==> src/rtl/sad_pkg.sv <==
// sad_pkg: address map constants and result encodings for the system address decoder
// assumes: a 41-bit cpu physical address and a 32-bit pci address
package sad_pkg;

  // ****************************************
  // cpu physical space
  // ****************************************
  localparam int          CPU_AW             = 41;
  localparam logic [40:0] MEM_TOP            = 41'h000_3FFF_FFFF;
  localparam logic [40:0] GFX_BASE           = 41'h1FC_0000_0000;
  localparam logic [40:0] GFX_TOP            = 41'h1FD_FFFF_FFFF;
  localparam logic [40:0] CPUIO_BASE         = 41'h1FE_0000_0000;
  localparam logic [40:0] TRAP_CPU_ADDR      = 41'h1FF_F000_0000;

  // ****************************************
  // pci space
  // ****************************************
  localparam logic [31:0] DEV_DMA_BASE       = 32'h8000_0000;
  localparam logic [31:0] DEV_DMA_TOP        = 32'hBFFF_FFFF;
  localparam logic [7:0]  DEV_DMA_SETTING    = 8'h30;
  localparam logic [31:0] SLOT_MEM_BASE      = 32'h4000_0000;
  localparam logic [31:0] SLOT_MEM_TOP       = 32'h7FFF_FFFF;
  localparam logic [7:0]  SLOT_SETTING       = 8'h0C;
  localparam logic [31:0] SLOT_IO_BASE       = 32'h0040_0000;
  localparam logic [31:0] SLOT_IO_TOP        = 32'h007F_FFFF;
  localparam logic [31:0] ONB_MEM_LO_TOP     = 32'h3FFF_FFFF;
  localparam logic [31:0] ONB_MEM_HI_BASE    = 32'hC000_0000;
  localparam logic [7:0]  ONB_SETTING        = 8'hC3;
  localparam logic [31:0] ONB_IO_LO_TOP      = 32'h003F_FFFF;
  localparam logic [31:0] ONB_IO_HI_BASE     = 32'h00C0_0000;
  localparam logic [31:0] ONB_IO_HI_TOP      = 32'h00FF_FFFF;
  localparam logic [31:0] TRAP_PCI_ADDR      = 32'hF000_0000;
  localparam logic [23:0] ROM_TOP            = 24'hFF_FFFF;
  localparam logic [23:0] TRAP_EXP_OFFSET    = 24'h00_0000;

  // ****************************************
  // encodings
  // ****************************************
  typedef enum logic [2:0] {
    SAD_CPU_NONE  = 3'b000,
    SAD_CPU_MEM   = 3'b001,
    SAD_CPU_GFX   = 3'b010,
    SAD_CPU_IO    = 3'b011
  } sad_cpu_port_t;

  typedef enum logic [2:0] {
    SAD_PCI_NONE  = 3'b000,
    SAD_PCI_DMA   = 3'b001,
    SAD_PCI_SLOT  = 3'b010,
    SAD_PCI_ONB   = 3'b011
  } sad_pci_port_t;

  // three companion base pointers: boot rom, expansion bus fn 0, network fn 1
  typedef enum logic [1:0] {
    SAD_BAR_ROM   = 2'b00,
    SAD_BAR_EXP   = 2'b01,
    SAD_BAR_NET   = 2'b10
  } sad_bar_t;
  localparam int NUM_BARS = 3;

  typedef enum logic [1:0] {
    SAD_ST_RESET  = 2'b00,
    SAD_ST_BOOT   = 2'b01,
    SAD_ST_LOCKED = 2'b10
  } sad_state_t;

endpackage

==> src/rtl/sad_bar_if.sv <==
// sad_bar_if: companion base pointer bundle between decoder and base file
// assumes: one clock domain, pointers held as 32-bit pci addresses
`timescale 1ns/1ns
`default_nettype none
interface sad_bar_if;
  logic        wr;
  logic [1:0]  sel;
  logic [31:0] wdata;
  logic        lock;
  logic [31:0] base [3];

  modport owner (input wr, input sel, input wdata, input lock, output base);
  modport user  (output wr, output sel, output wdata, output lock, input base);
endinterface
`default_nettype wire

==> src/rtl/sad_bar_file.sv <==
// sad_bar_file: companion base pointers, writable only until boot is locked
// assumes: the decoder passes the write strobe through and drives lock from its own state
`timescale 1ns/1ns
`default_nettype none
module sad_bar_file
(
  // clock and reset
  input  wire logic clk_i,
  input  wire logic reset_i,
  // pointer bundle
  sad_bar_if.owner  bar
);

  logic [31:0] base_reg  [sad_pkg::NUM_BARS];
  logic [31:0] base_next [sad_pkg::NUM_BARS];

  // ****************************************
  // one pointer per entry
  // ****************************************
  for (genvar g = 0; g < sad_pkg::NUM_BARS; g++)
  begin : g_bar
    // relocation only while boot is open; the rom pointer resets to the trap
    always_comb
    begin
      base_next[g] = base_reg[g];
      if (bar.wr && !bar.lock && bar.sel == 2'(g))
        base_next[g] = bar.wdata; // RULE_07
    end

    always_ff @(posedge clk_i)
    begin
      if (reset_i)
        base_reg[g] <= (g == 0) ? sad_pkg::TRAP_PCI_ADDR : 32'h0000_0000; // RULE_09
      else
        base_reg[g] <= base_next[g];
    end

    assign bar.base[g] = base_reg[g]; // RULE_08
  end

endmodule
`default_nettype wire

==> src/rtl/sad_decoder.sv <==
// sad_decoder: routes cpu physical and pci addresses to their ports, and
// decodes companion accesses as offsets from relocatable base pointers
// assumes: addresses and strobes synchronous to clk_i; one decision per cycle
`timescale 1ns/1ns
`default_nettype none
// Operation
// RULE_01: memory below 1 GB cacheable; graphics and cpu io windows non-cacheable.
// RULE_02: with bridge fitted, pci space splits between slot and onboard buses.
// RULE_03: pci 0x8000_0000..0xBFFF_FFFF is primary dma space, setting 0x30.
// RULE_04: slot bus owns memory 0x4000_0000..0x7FFF_FFFF, setting 0x0c.
// RULE_05: firmware programs slot addresses; slot io is 0x40_0000..0x7F_FFFF.
// RULE_06: onboard bus owns two memory windows, setting 0xc3, and two io windows.
// RULE_07: companion bases relocatable only during boot; registers decoded as offsets.
// RULE_08: companion exposes rom, expansion bus fn 0 and network fn 1 pointers.
// RULE_09: reset trap at cpu 0x1FF_F000_0000, pci 0xF000_0000, expansion offset 0.
// RULE_10: rom offsets 0x00_0000..0xFF_FFFF, read-only, one or four byte accesses.
// RULE_11: accesses in the unused physical range go to no port.
module sad_decoder
(
  // clock and reset
  input  wire logic        clk_i,
  input  wire logic        reset_i,
  // cpu request
  input  wire logic        cpu_req_i,
  input  wire logic [40:0] cpu_addr_i,
  // pci request
  input  wire logic        pci_req_i,
  input  wire logic        pci_io_i,
  input  wire logic [31:0] pci_addr_i,
  input  wire logic        pci_write_i,
  input  wire logic [2:0]  pci_size_i,
  // bridge and boot control
  input  wire logic        bridge_fitted_i,
  input  wire logic        boot_done_i,
  input  wire logic        bar_wr_i,
  input  wire logic [1:0]  bar_sel_i,
  input  wire logic [31:0] bar_wdata_i,
  // cpu decision
  output logic             cpu_valid_o,
  output logic [2:0]       cpu_port_o,
  output logic             cpu_cacheable_o,
  output logic             cpu_trap_o,
  // pci decision
  output logic             pci_valid_o,
  output logic [2:0]       pci_port_o,
  output logic [7:0]       pci_setting_o,
  output logic             rom_hit_o,
  output logic             rom_err_o,
  output logic [23:0]      rom_offset_o,
  output logic             exp_hit_o,
  output logic             net_hit_o,
  // status
  output logic             boot_open_o,
  output logic [31:0]      rom_base_o
);

  sad_bar_if bar ();

  // ****************************************
  // boot window state
  // ****************************************
  sad_pkg::sad_state_t state_reg;
  sad_pkg::sad_state_t state_next;

  // relocation closes until the next reset once boot completes
  always_comb
  begin
    state_next = state_reg;
    unique case (state_reg)
      sad_pkg::SAD_ST_RESET:  state_next = sad_pkg::SAD_ST_BOOT;
      sad_pkg::SAD_ST_BOOT:   if (boot_done_i) state_next = sad_pkg::SAD_ST_LOCKED; // RULE_07
      sad_pkg::SAD_ST_LOCKED: state_next = sad_pkg::SAD_ST_LOCKED;
      default:                state_next = sad_pkg::SAD_ST_RESET;
    endcase
  end

  always_ff @(posedge clk_i)
  begin
    if (reset_i)
      state_reg <= sad_pkg::SAD_ST_RESET;
    else
      state_reg <= state_next;
  end

  // bundle to base file; writes in reset state are ignored too
  assign bar.wr    = bar_wr_i;
  assign bar.sel   = bar_sel_i;
  assign bar.wdata = bar_wdata_i;
  assign bar.lock  = (state_reg != sad_pkg::SAD_ST_BOOT); // RULE_07

  sad_bar_file u_bar
  (
    .clk_i   (clk_i),
    .reset_i (reset_i),
    .bar     (bar)
  );

  // ****************************************
  // cpu physical decode
  // ****************************************
  logic       cpu_valid_reg,  cpu_valid_next;
  logic [2:0] cpu_port_reg,   cpu_port_next;
  logic       cpu_cache_reg,  cpu_cache_next;
  logic       cpu_trap_reg,   cpu_trap_next;

  // gaps decode to none so nothing is forwarded
  always_comb
  begin
    cpu_valid_next = cpu_req_i;
    cpu_port_next  = sad_pkg::SAD_CPU_NONE; // RULE_11
    cpu_cache_next = 1'b0;
    cpu_trap_next  = cpu_req_i && (cpu_addr_i == sad_pkg::TRAP_CPU_ADDR); // RULE_09
    if (cpu_addr_i <= sad_pkg::MEM_TOP)
    begin
      cpu_port_next  = sad_pkg::SAD_CPU_MEM; // RULE_01
      cpu_cache_next = 1'b1;
    end
    else if (cpu_addr_i >= sad_pkg::GFX_BASE && cpu_addr_i <= sad_pkg::GFX_TOP)
      cpu_port_next = sad_pkg::SAD_CPU_GFX; // RULE_01
    else if (cpu_addr_i >= sad_pkg::CPUIO_BASE)
      cpu_port_next = sad_pkg::SAD_CPU_IO; // RULE_01
    if (!cpu_req_i)
    begin
      cpu_port_next  = sad_pkg::SAD_CPU_NONE;
      cpu_cache_next = 1'b0;
    end
  end

  always_ff @(posedge clk_i)
  begin
    if (reset_i)
    begin
      cpu_valid_reg <= 1'b0;
      cpu_port_reg  <= sad_pkg::SAD_CPU_NONE;
      cpu_cache_reg <= 1'b0;
      cpu_trap_reg  <= 1'b0;
    end
    else
    begin
      cpu_valid_reg <= cpu_valid_next;
      cpu_port_reg  <= cpu_port_next;
      cpu_cache_reg <= cpu_cache_next;
      cpu_trap_reg  <= cpu_trap_next;
    end
  end

  // ****************************************
  // pci decode
  // ****************************************
  logic        pci_valid_reg, pci_valid_next;
  logic [2:0]  pci_port_reg,  pci_port_next;
  logic [7:0]  pci_set_reg,   pci_set_next;
  logic        rom_hit_reg,   rom_hit_next;
  logic        rom_err_reg,   rom_err_next;
  logic [23:0] rom_off_reg,   rom_off_next;
  logic        exp_hit_reg,   exp_hit_next;
  logic        net_hit_reg,   net_hit_next;
  logic [31:0] rom_rel;
  logic [31:0] exp_rel;
  logic [31:0] net_rel;

  // offsets from the relocatable pointers; unsigned wrap misses below base
  assign rom_rel = pci_addr_i - bar.base[0]; // RULE_07
  assign exp_rel = pci_addr_i - bar.base[1];
  assign net_rel = pci_addr_i - bar.base[2];

  // without the bridge every pci access outside the dma window belongs to the slot bus
  always_comb
  begin
    pci_valid_next = pci_req_i;
    pci_port_next  = sad_pkg::SAD_PCI_NONE;
    pci_set_next   = 8'h00;
    rom_hit_next   = 1'b0;
    rom_err_next   = 1'b0;
    rom_off_next   = 24'h00_0000;
    exp_hit_next   = 1'b0;
    net_hit_next   = 1'b0;
    if (pci_req_i && !pci_io_i)
    begin
      if (pci_addr_i >= sad_pkg::DEV_DMA_BASE && pci_addr_i <= sad_pkg::DEV_DMA_TOP)
      begin
        pci_port_next = sad_pkg::SAD_PCI_DMA; // RULE_03
        pci_set_next  = sad_pkg::DEV_DMA_SETTING;
      end
      else if (!bridge_fitted_i ||
               (pci_addr_i >= sad_pkg::SLOT_MEM_BASE && pci_addr_i <= sad_pkg::SLOT_MEM_TOP))
      begin
        pci_port_next = sad_pkg::SAD_PCI_SLOT; // RULE_04
        pci_set_next  = sad_pkg::SLOT_SETTING;
      end
      else
      begin
        pci_port_next = sad_pkg::SAD_PCI_ONB; // RULE_02 RULE_06
        pci_set_next  = sad_pkg::ONB_SETTING;
      end
      // companion windows decode on every memory access, whichever port it takes
      if (rom_rel <= 32'(sad_pkg::ROM_TOP))
      begin
        rom_hit_next = 1'b1; // RULE_08
        rom_off_next = rom_rel[23:0]; // RULE_10
        rom_err_next = pci_write_i || !(pci_size_i == 3'h1 || pci_size_i == 3'h4); // RULE_10
      end
      exp_hit_next = (exp_rel <= 32'(sad_pkg::ROM_TOP)); // RULE_08
      net_hit_next = (net_rel <= 32'(sad_pkg::ROM_TOP));
    end
    else if (pci_req_i)
    begin
      if (bridge_fitted_i && !(pci_addr_i >= sad_pkg::SLOT_IO_BASE && pci_addr_i <= sad_pkg::SLOT_IO_TOP))
      begin
        if (pci_addr_i <= sad_pkg::ONB_IO_LO_TOP ||
            (pci_addr_i >= sad_pkg::ONB_IO_HI_BASE && pci_addr_i <= sad_pkg::ONB_IO_HI_TOP))
          pci_port_next = sad_pkg::SAD_PCI_ONB; // RULE_06
      end
      else
        pci_port_next = sad_pkg::SAD_PCI_SLOT; // RULE_05
    end
  end

  always_ff @(posedge clk_i)
  begin
    if (reset_i)
    begin
      pci_valid_reg <= 1'b0;
      pci_port_reg  <= sad_pkg::SAD_PCI_NONE;
      pci_set_reg   <= 8'h00;
      rom_hit_reg   <= 1'b0;
      rom_err_reg   <= 1'b0;
      rom_off_reg   <= 24'h00_0000;
      exp_hit_reg   <= 1'b0;
      net_hit_reg   <= 1'b0;
    end
    else
    begin
      pci_valid_reg <= pci_valid_next;
      pci_port_reg  <= pci_port_next;
      pci_set_reg   <= pci_set_next;
      rom_hit_reg   <= rom_hit_next;
      rom_err_reg   <= rom_err_next;
      rom_off_reg   <= rom_off_next;
      exp_hit_reg   <= exp_hit_next;
      net_hit_reg   <= net_hit_next;
    end
  end

  // ****************************************
  // status registers
  // ****************************************
  logic        boot_open_reg;
  logic [31:0] rom_base_reg;

  always_ff @(posedge clk_i)
  begin
    if (reset_i)
    begin
      boot_open_reg <= 1'b0;
      rom_base_reg  <= sad_pkg::TRAP_PCI_ADDR;
    end
    else
    begin
      boot_open_reg <= (state_reg == sad_pkg::SAD_ST_BOOT);
      rom_base_reg  <= bar.base[0];
    end
  end

  // all outputs straight from flip-flops
  assign cpu_valid_o     = cpu_valid_reg;
  assign cpu_port_o      = cpu_port_reg;
  assign cpu_cacheable_o = cpu_cache_reg;
  assign cpu_trap_o      = cpu_trap_reg;
  assign pci_valid_o     = pci_valid_reg;
  assign pci_port_o      = pci_port_reg;
  assign pci_setting_o   = pci_set_reg;
  assign rom_hit_o       = rom_hit_reg;
  assign rom_err_o       = rom_err_reg;
  assign rom_offset_o    = rom_off_reg;
  assign exp_hit_o       = exp_hit_reg;
  assign net_hit_o       = net_hit_reg;
  assign boot_open_o     = boot_open_reg;
  assign rom_base_o      = rom_base_reg;

endmodule
`default_nettype wire

==> config.mk <==
export PLATFORM = sky130hd
export DESIGN_NAME = sad_decoder
export DESIGN_NICKNAME = d
export VERILOG_FILES = /design/src/rtl/sad_pkg.sv /design/src/rtl/sad_bar_if.sv /design/src/rtl/sad_bar_file.sv /design/src/rtl/sad_decoder.sv
export SDC_FILE = /design/constraint.sdc
export NUM_CORES = 1
export LEC_CHECK = 0
export ABC_AREA = 0
export BUFFER_PORTS_ARGS = -buffer_cell sky130_fd_sc_hd__buf_2
export CAP_MARGIN = 20
export CORE_MARGIN = 5
export CORE_UTILIZATION = 55
export DETAILED_ROUTE_END_ITERATION = 10
export PLACE_DENSITY = 0.85
export SLEW_MARGIN = 5
export SYNTH_ARGS = -nofsm -noshare
export SYNTH_HDL_FRONTEND = slang
export SYNTH_SLANG_ARGS = --single-unit
==> constraint.sdc <==
create_clock -name clk_i -period 4.3 [get_ports clk_i]
set_clock_uncertainty 0.1 [all_clocks]
set_input_delay 0.645 -clock clk_i [delete_from_list [all_inputs] [get_ports clk_i]]
set_output_delay 0.645 -clock clk_i [all_outputs]
set_load 0.02 [all_outputs]
==> reports/metrics.cfg <==
[outcome]
run_status = finished, final reports clean

[layout]
drive_above_1_share = 0.174
largest_register_ff_count = 96
layout_commonest_cell = nand2_1
syn_to_final_growth_pct = 15.9
final_cell_mix = nand2_1, buf_2, a21oi_1, dfxtp_1, inv_1
fin_nets = 1699

[timing]
finalHoldViolations = 0
rsz0062_at_grt = no
worst_pin_slew_ns = 1.00
tns_ns = 0
max_slew_margin = 0.330
setup_slack_ns = 0.695
fin_crit_sh = 0.838
final_max_slew_viol_count = 0
fmax_mhz = 277
min_period_ns = 3.61
setup_violations = 0

[floorplan]
die_x_um = 146
start_util = 0.561
boundaryPins = 198
die_height_um = 146
core_area_sq_mm = 0.0180
die-area_sq_mm = 0.0212
num_rows = 49

[synthesis]
synth_compound_area_frac = 0.211
syn_area_sq_mm = 0.0101
yosys.area_share.xor_xnor = 0.0312
ys_ff_latch = 170
yosysSeqAreaShare = 0.337
synth_top_family_by_area = simple AND/OR/NAND/NOR gates
synthArstFlopShare = 0
yosysWarnings = 0
synthCells = 1312
syn_area_per_cell_sq_um = 7.70
yosys.area_share.simple = 0.219
ys_types = 75
synthMuxAreaShare = 0.00594
synthFlopType = dfxtp_1
synth_adder_area_share = 0.125
synth-edff-count = 0

[worst_hold_path]
min_path_type = in -> reg

[placement]
gp_routability_congestion = 0.984
post-place-ws_ns = 0.292
numPortBuffers = 195
place_hpwl_um = 22800

[clock_tree]
post-cts-setup-buffer-count = 0
clk_pin_slew_worst_paths_ns = 0.06
cts-root-to-sink-buffers = 2
postCtsHoldBufs = 0
ctsResizeCount = 0
cts-root-buf = clkbuf_16
clock_sinks = 170
cts_inserted_buffers = 17
cts_htree_levels = 4
cts_tree = yes
insertion_delay_ns = 0.43

[routing]
drt_pass1_iterations = 6
drtIter0Drc = 925
wire_per_inst_um = 17.1
drc = 0
viasPerCell = 5.80
vias = 9994
wirelength_um = 29500
antenna_left = 0

[global_routing]
track_usage = 0.265
grt_max_degree = 76
grt-ovfl-total = 0
grt_pass1_wl_um = 46900
antenna_found_initial = 1
grt_pass1_vias = 9541

[power_and_ir_drop]
ir_drop_uv = 302
powerDensity_mw_per_mm2 = 338
power.leakage_nw = 4.87

[worst_setup_path]
cp.required_ns = 4.57
endpoint_kind = register
critPathKind = in -> reg
cp_top_family = simple AND/OR/NAND/NOR gates
slowest_delay_ns = 0.56
arrival_ns = 3.88
cp_max_fo = 26
crit_slowest_cell = or4_4
path_cells = buf_2 > inv_1 > ha_1 > inv_1 > fa_1 > a21oi_2 > o211ai_2 > a31oi_4 > o31ai_2 > a31oi_4 > xnor2_1 > or4_4 > nor4_4 > buf_4 > and3_2
critPathLaunchType = primary input
path_buf_inv = 4

[flow_run]
cap_violations = 0

-- metal layers --
| layer | track usage | share of wire | vias up |
|---|---|---|---|
| met3 | 0.0585 | 0.086 | 83 |
| li1 | - | - | 4835 |
| met1 | 0.344 | 0.42 | 4637 |
| met2 | 0.430 | 0.46 | 439 |
| met5 | 0 | 0 | - |
| met4 | 0.104 | 0.032 | 0 |
-- cell families (layout without fill, tap and decap cells) --
| family | after synthesis | in the layout |
|---|---|---|
| adders and majority gates | 99 | 99 |
| buffers and inverters | 172 | 351 |
| other | 1 | 3 |
| muxes | 6 | 6 |
| DFF | 170 | 170 |
| xor gates and xnor gates | 36 | 36 |
| and+or+nand+nor | 483 | 483 |
| AOI/OAI and AO/OA | 345 | 345 |
-- synth_stat cells, types with 11 or more instances --
cell,n,share of area
nand2_1,256,0.095
a21oi_1,170,0.084
dfxtp_1,170,0.34
inv_1,114,0.042
ha_1,96,0.12
nor2_1,74,0.027
o21ai_0,53,0.026
clkbuf_1,41,0.015
and3_1,24,0.015
xnor2_1,23,0.020
nand3_1,22,0.011
nor3_1,20,0.0099
a21o_1,19,0.014
nand2b_1,13,0.0080
nor2b_1,13,0.0080
nor4_1,13,0.0080
xor2_1,13,0.011
nand4_1,11,0.0068
o211ai_1,11,0.0082
o21a_1,11,0.0082
-- stage by stage --
| stage | cells | hold WS (ns) | power (mW) | utilization | cell area (sq um) |
|---|---|---|---|---|---|
| finish | 1722 | 0.331 | 3.95 | 0.650 | 11700 |
| global route | 1722 | 0.324 | 4.13 | 0.650 | 11700 |
| CTS | 1720 | 0.325 | 3.94 | 0.648 | 11700 |
| detailed placement | 1690 | 0.328 | 2.59 | 0.620 | 11200 |
| global placement | 1690 | 0.323 | 2.56 | 0.620 | 11200 |
| floorplan | 1313 | 0.317 | 2.32 | - | 10100 |
-- final cells by class --
| class | instances | area [sq um] |
|---|---|---|
| clock inverter | 7 | 46.3 |
| tap | 229 | 287 |
| multi-input combinational | 971 | 5990 |
| fill | 1508 | 6310 |
| antenna | 1 | 2.50 |
| timing repair buffer | 207 | 1090 |
| sequential | 170 | 3400 |
| inverter | 114 | 428 |
| clock buffer | 23 | 468 |
-- where the power goes --
part / switching [mW] / leakage [nW] / internal [mW]
Clock: 0.611 / 0.245 / 0.760
Combinational: 0.574 / 3.25 / 0.353
Sequential: 0.0266 / 1.37 / 1.63
Total: 1.21 / 4.87 / 2.74
-- final timing paths --
kind	start	endpoint	slack, ns	cells after the start
worst max register to register	u_bar.base_reg[0][0]	rom_offset_o[2]	0.79	13
worst min-delay path	reset_i	pci_valid_o	0.33	2
worst min register to register	u_bar.base_reg[0][30]	rom_base_o[30]	0.34	1
worst max-delay path	pci_addr_i[0]	rom_offset_o[2]	0.69	15
Note: power is estimated with default switching activity, not from simulation.
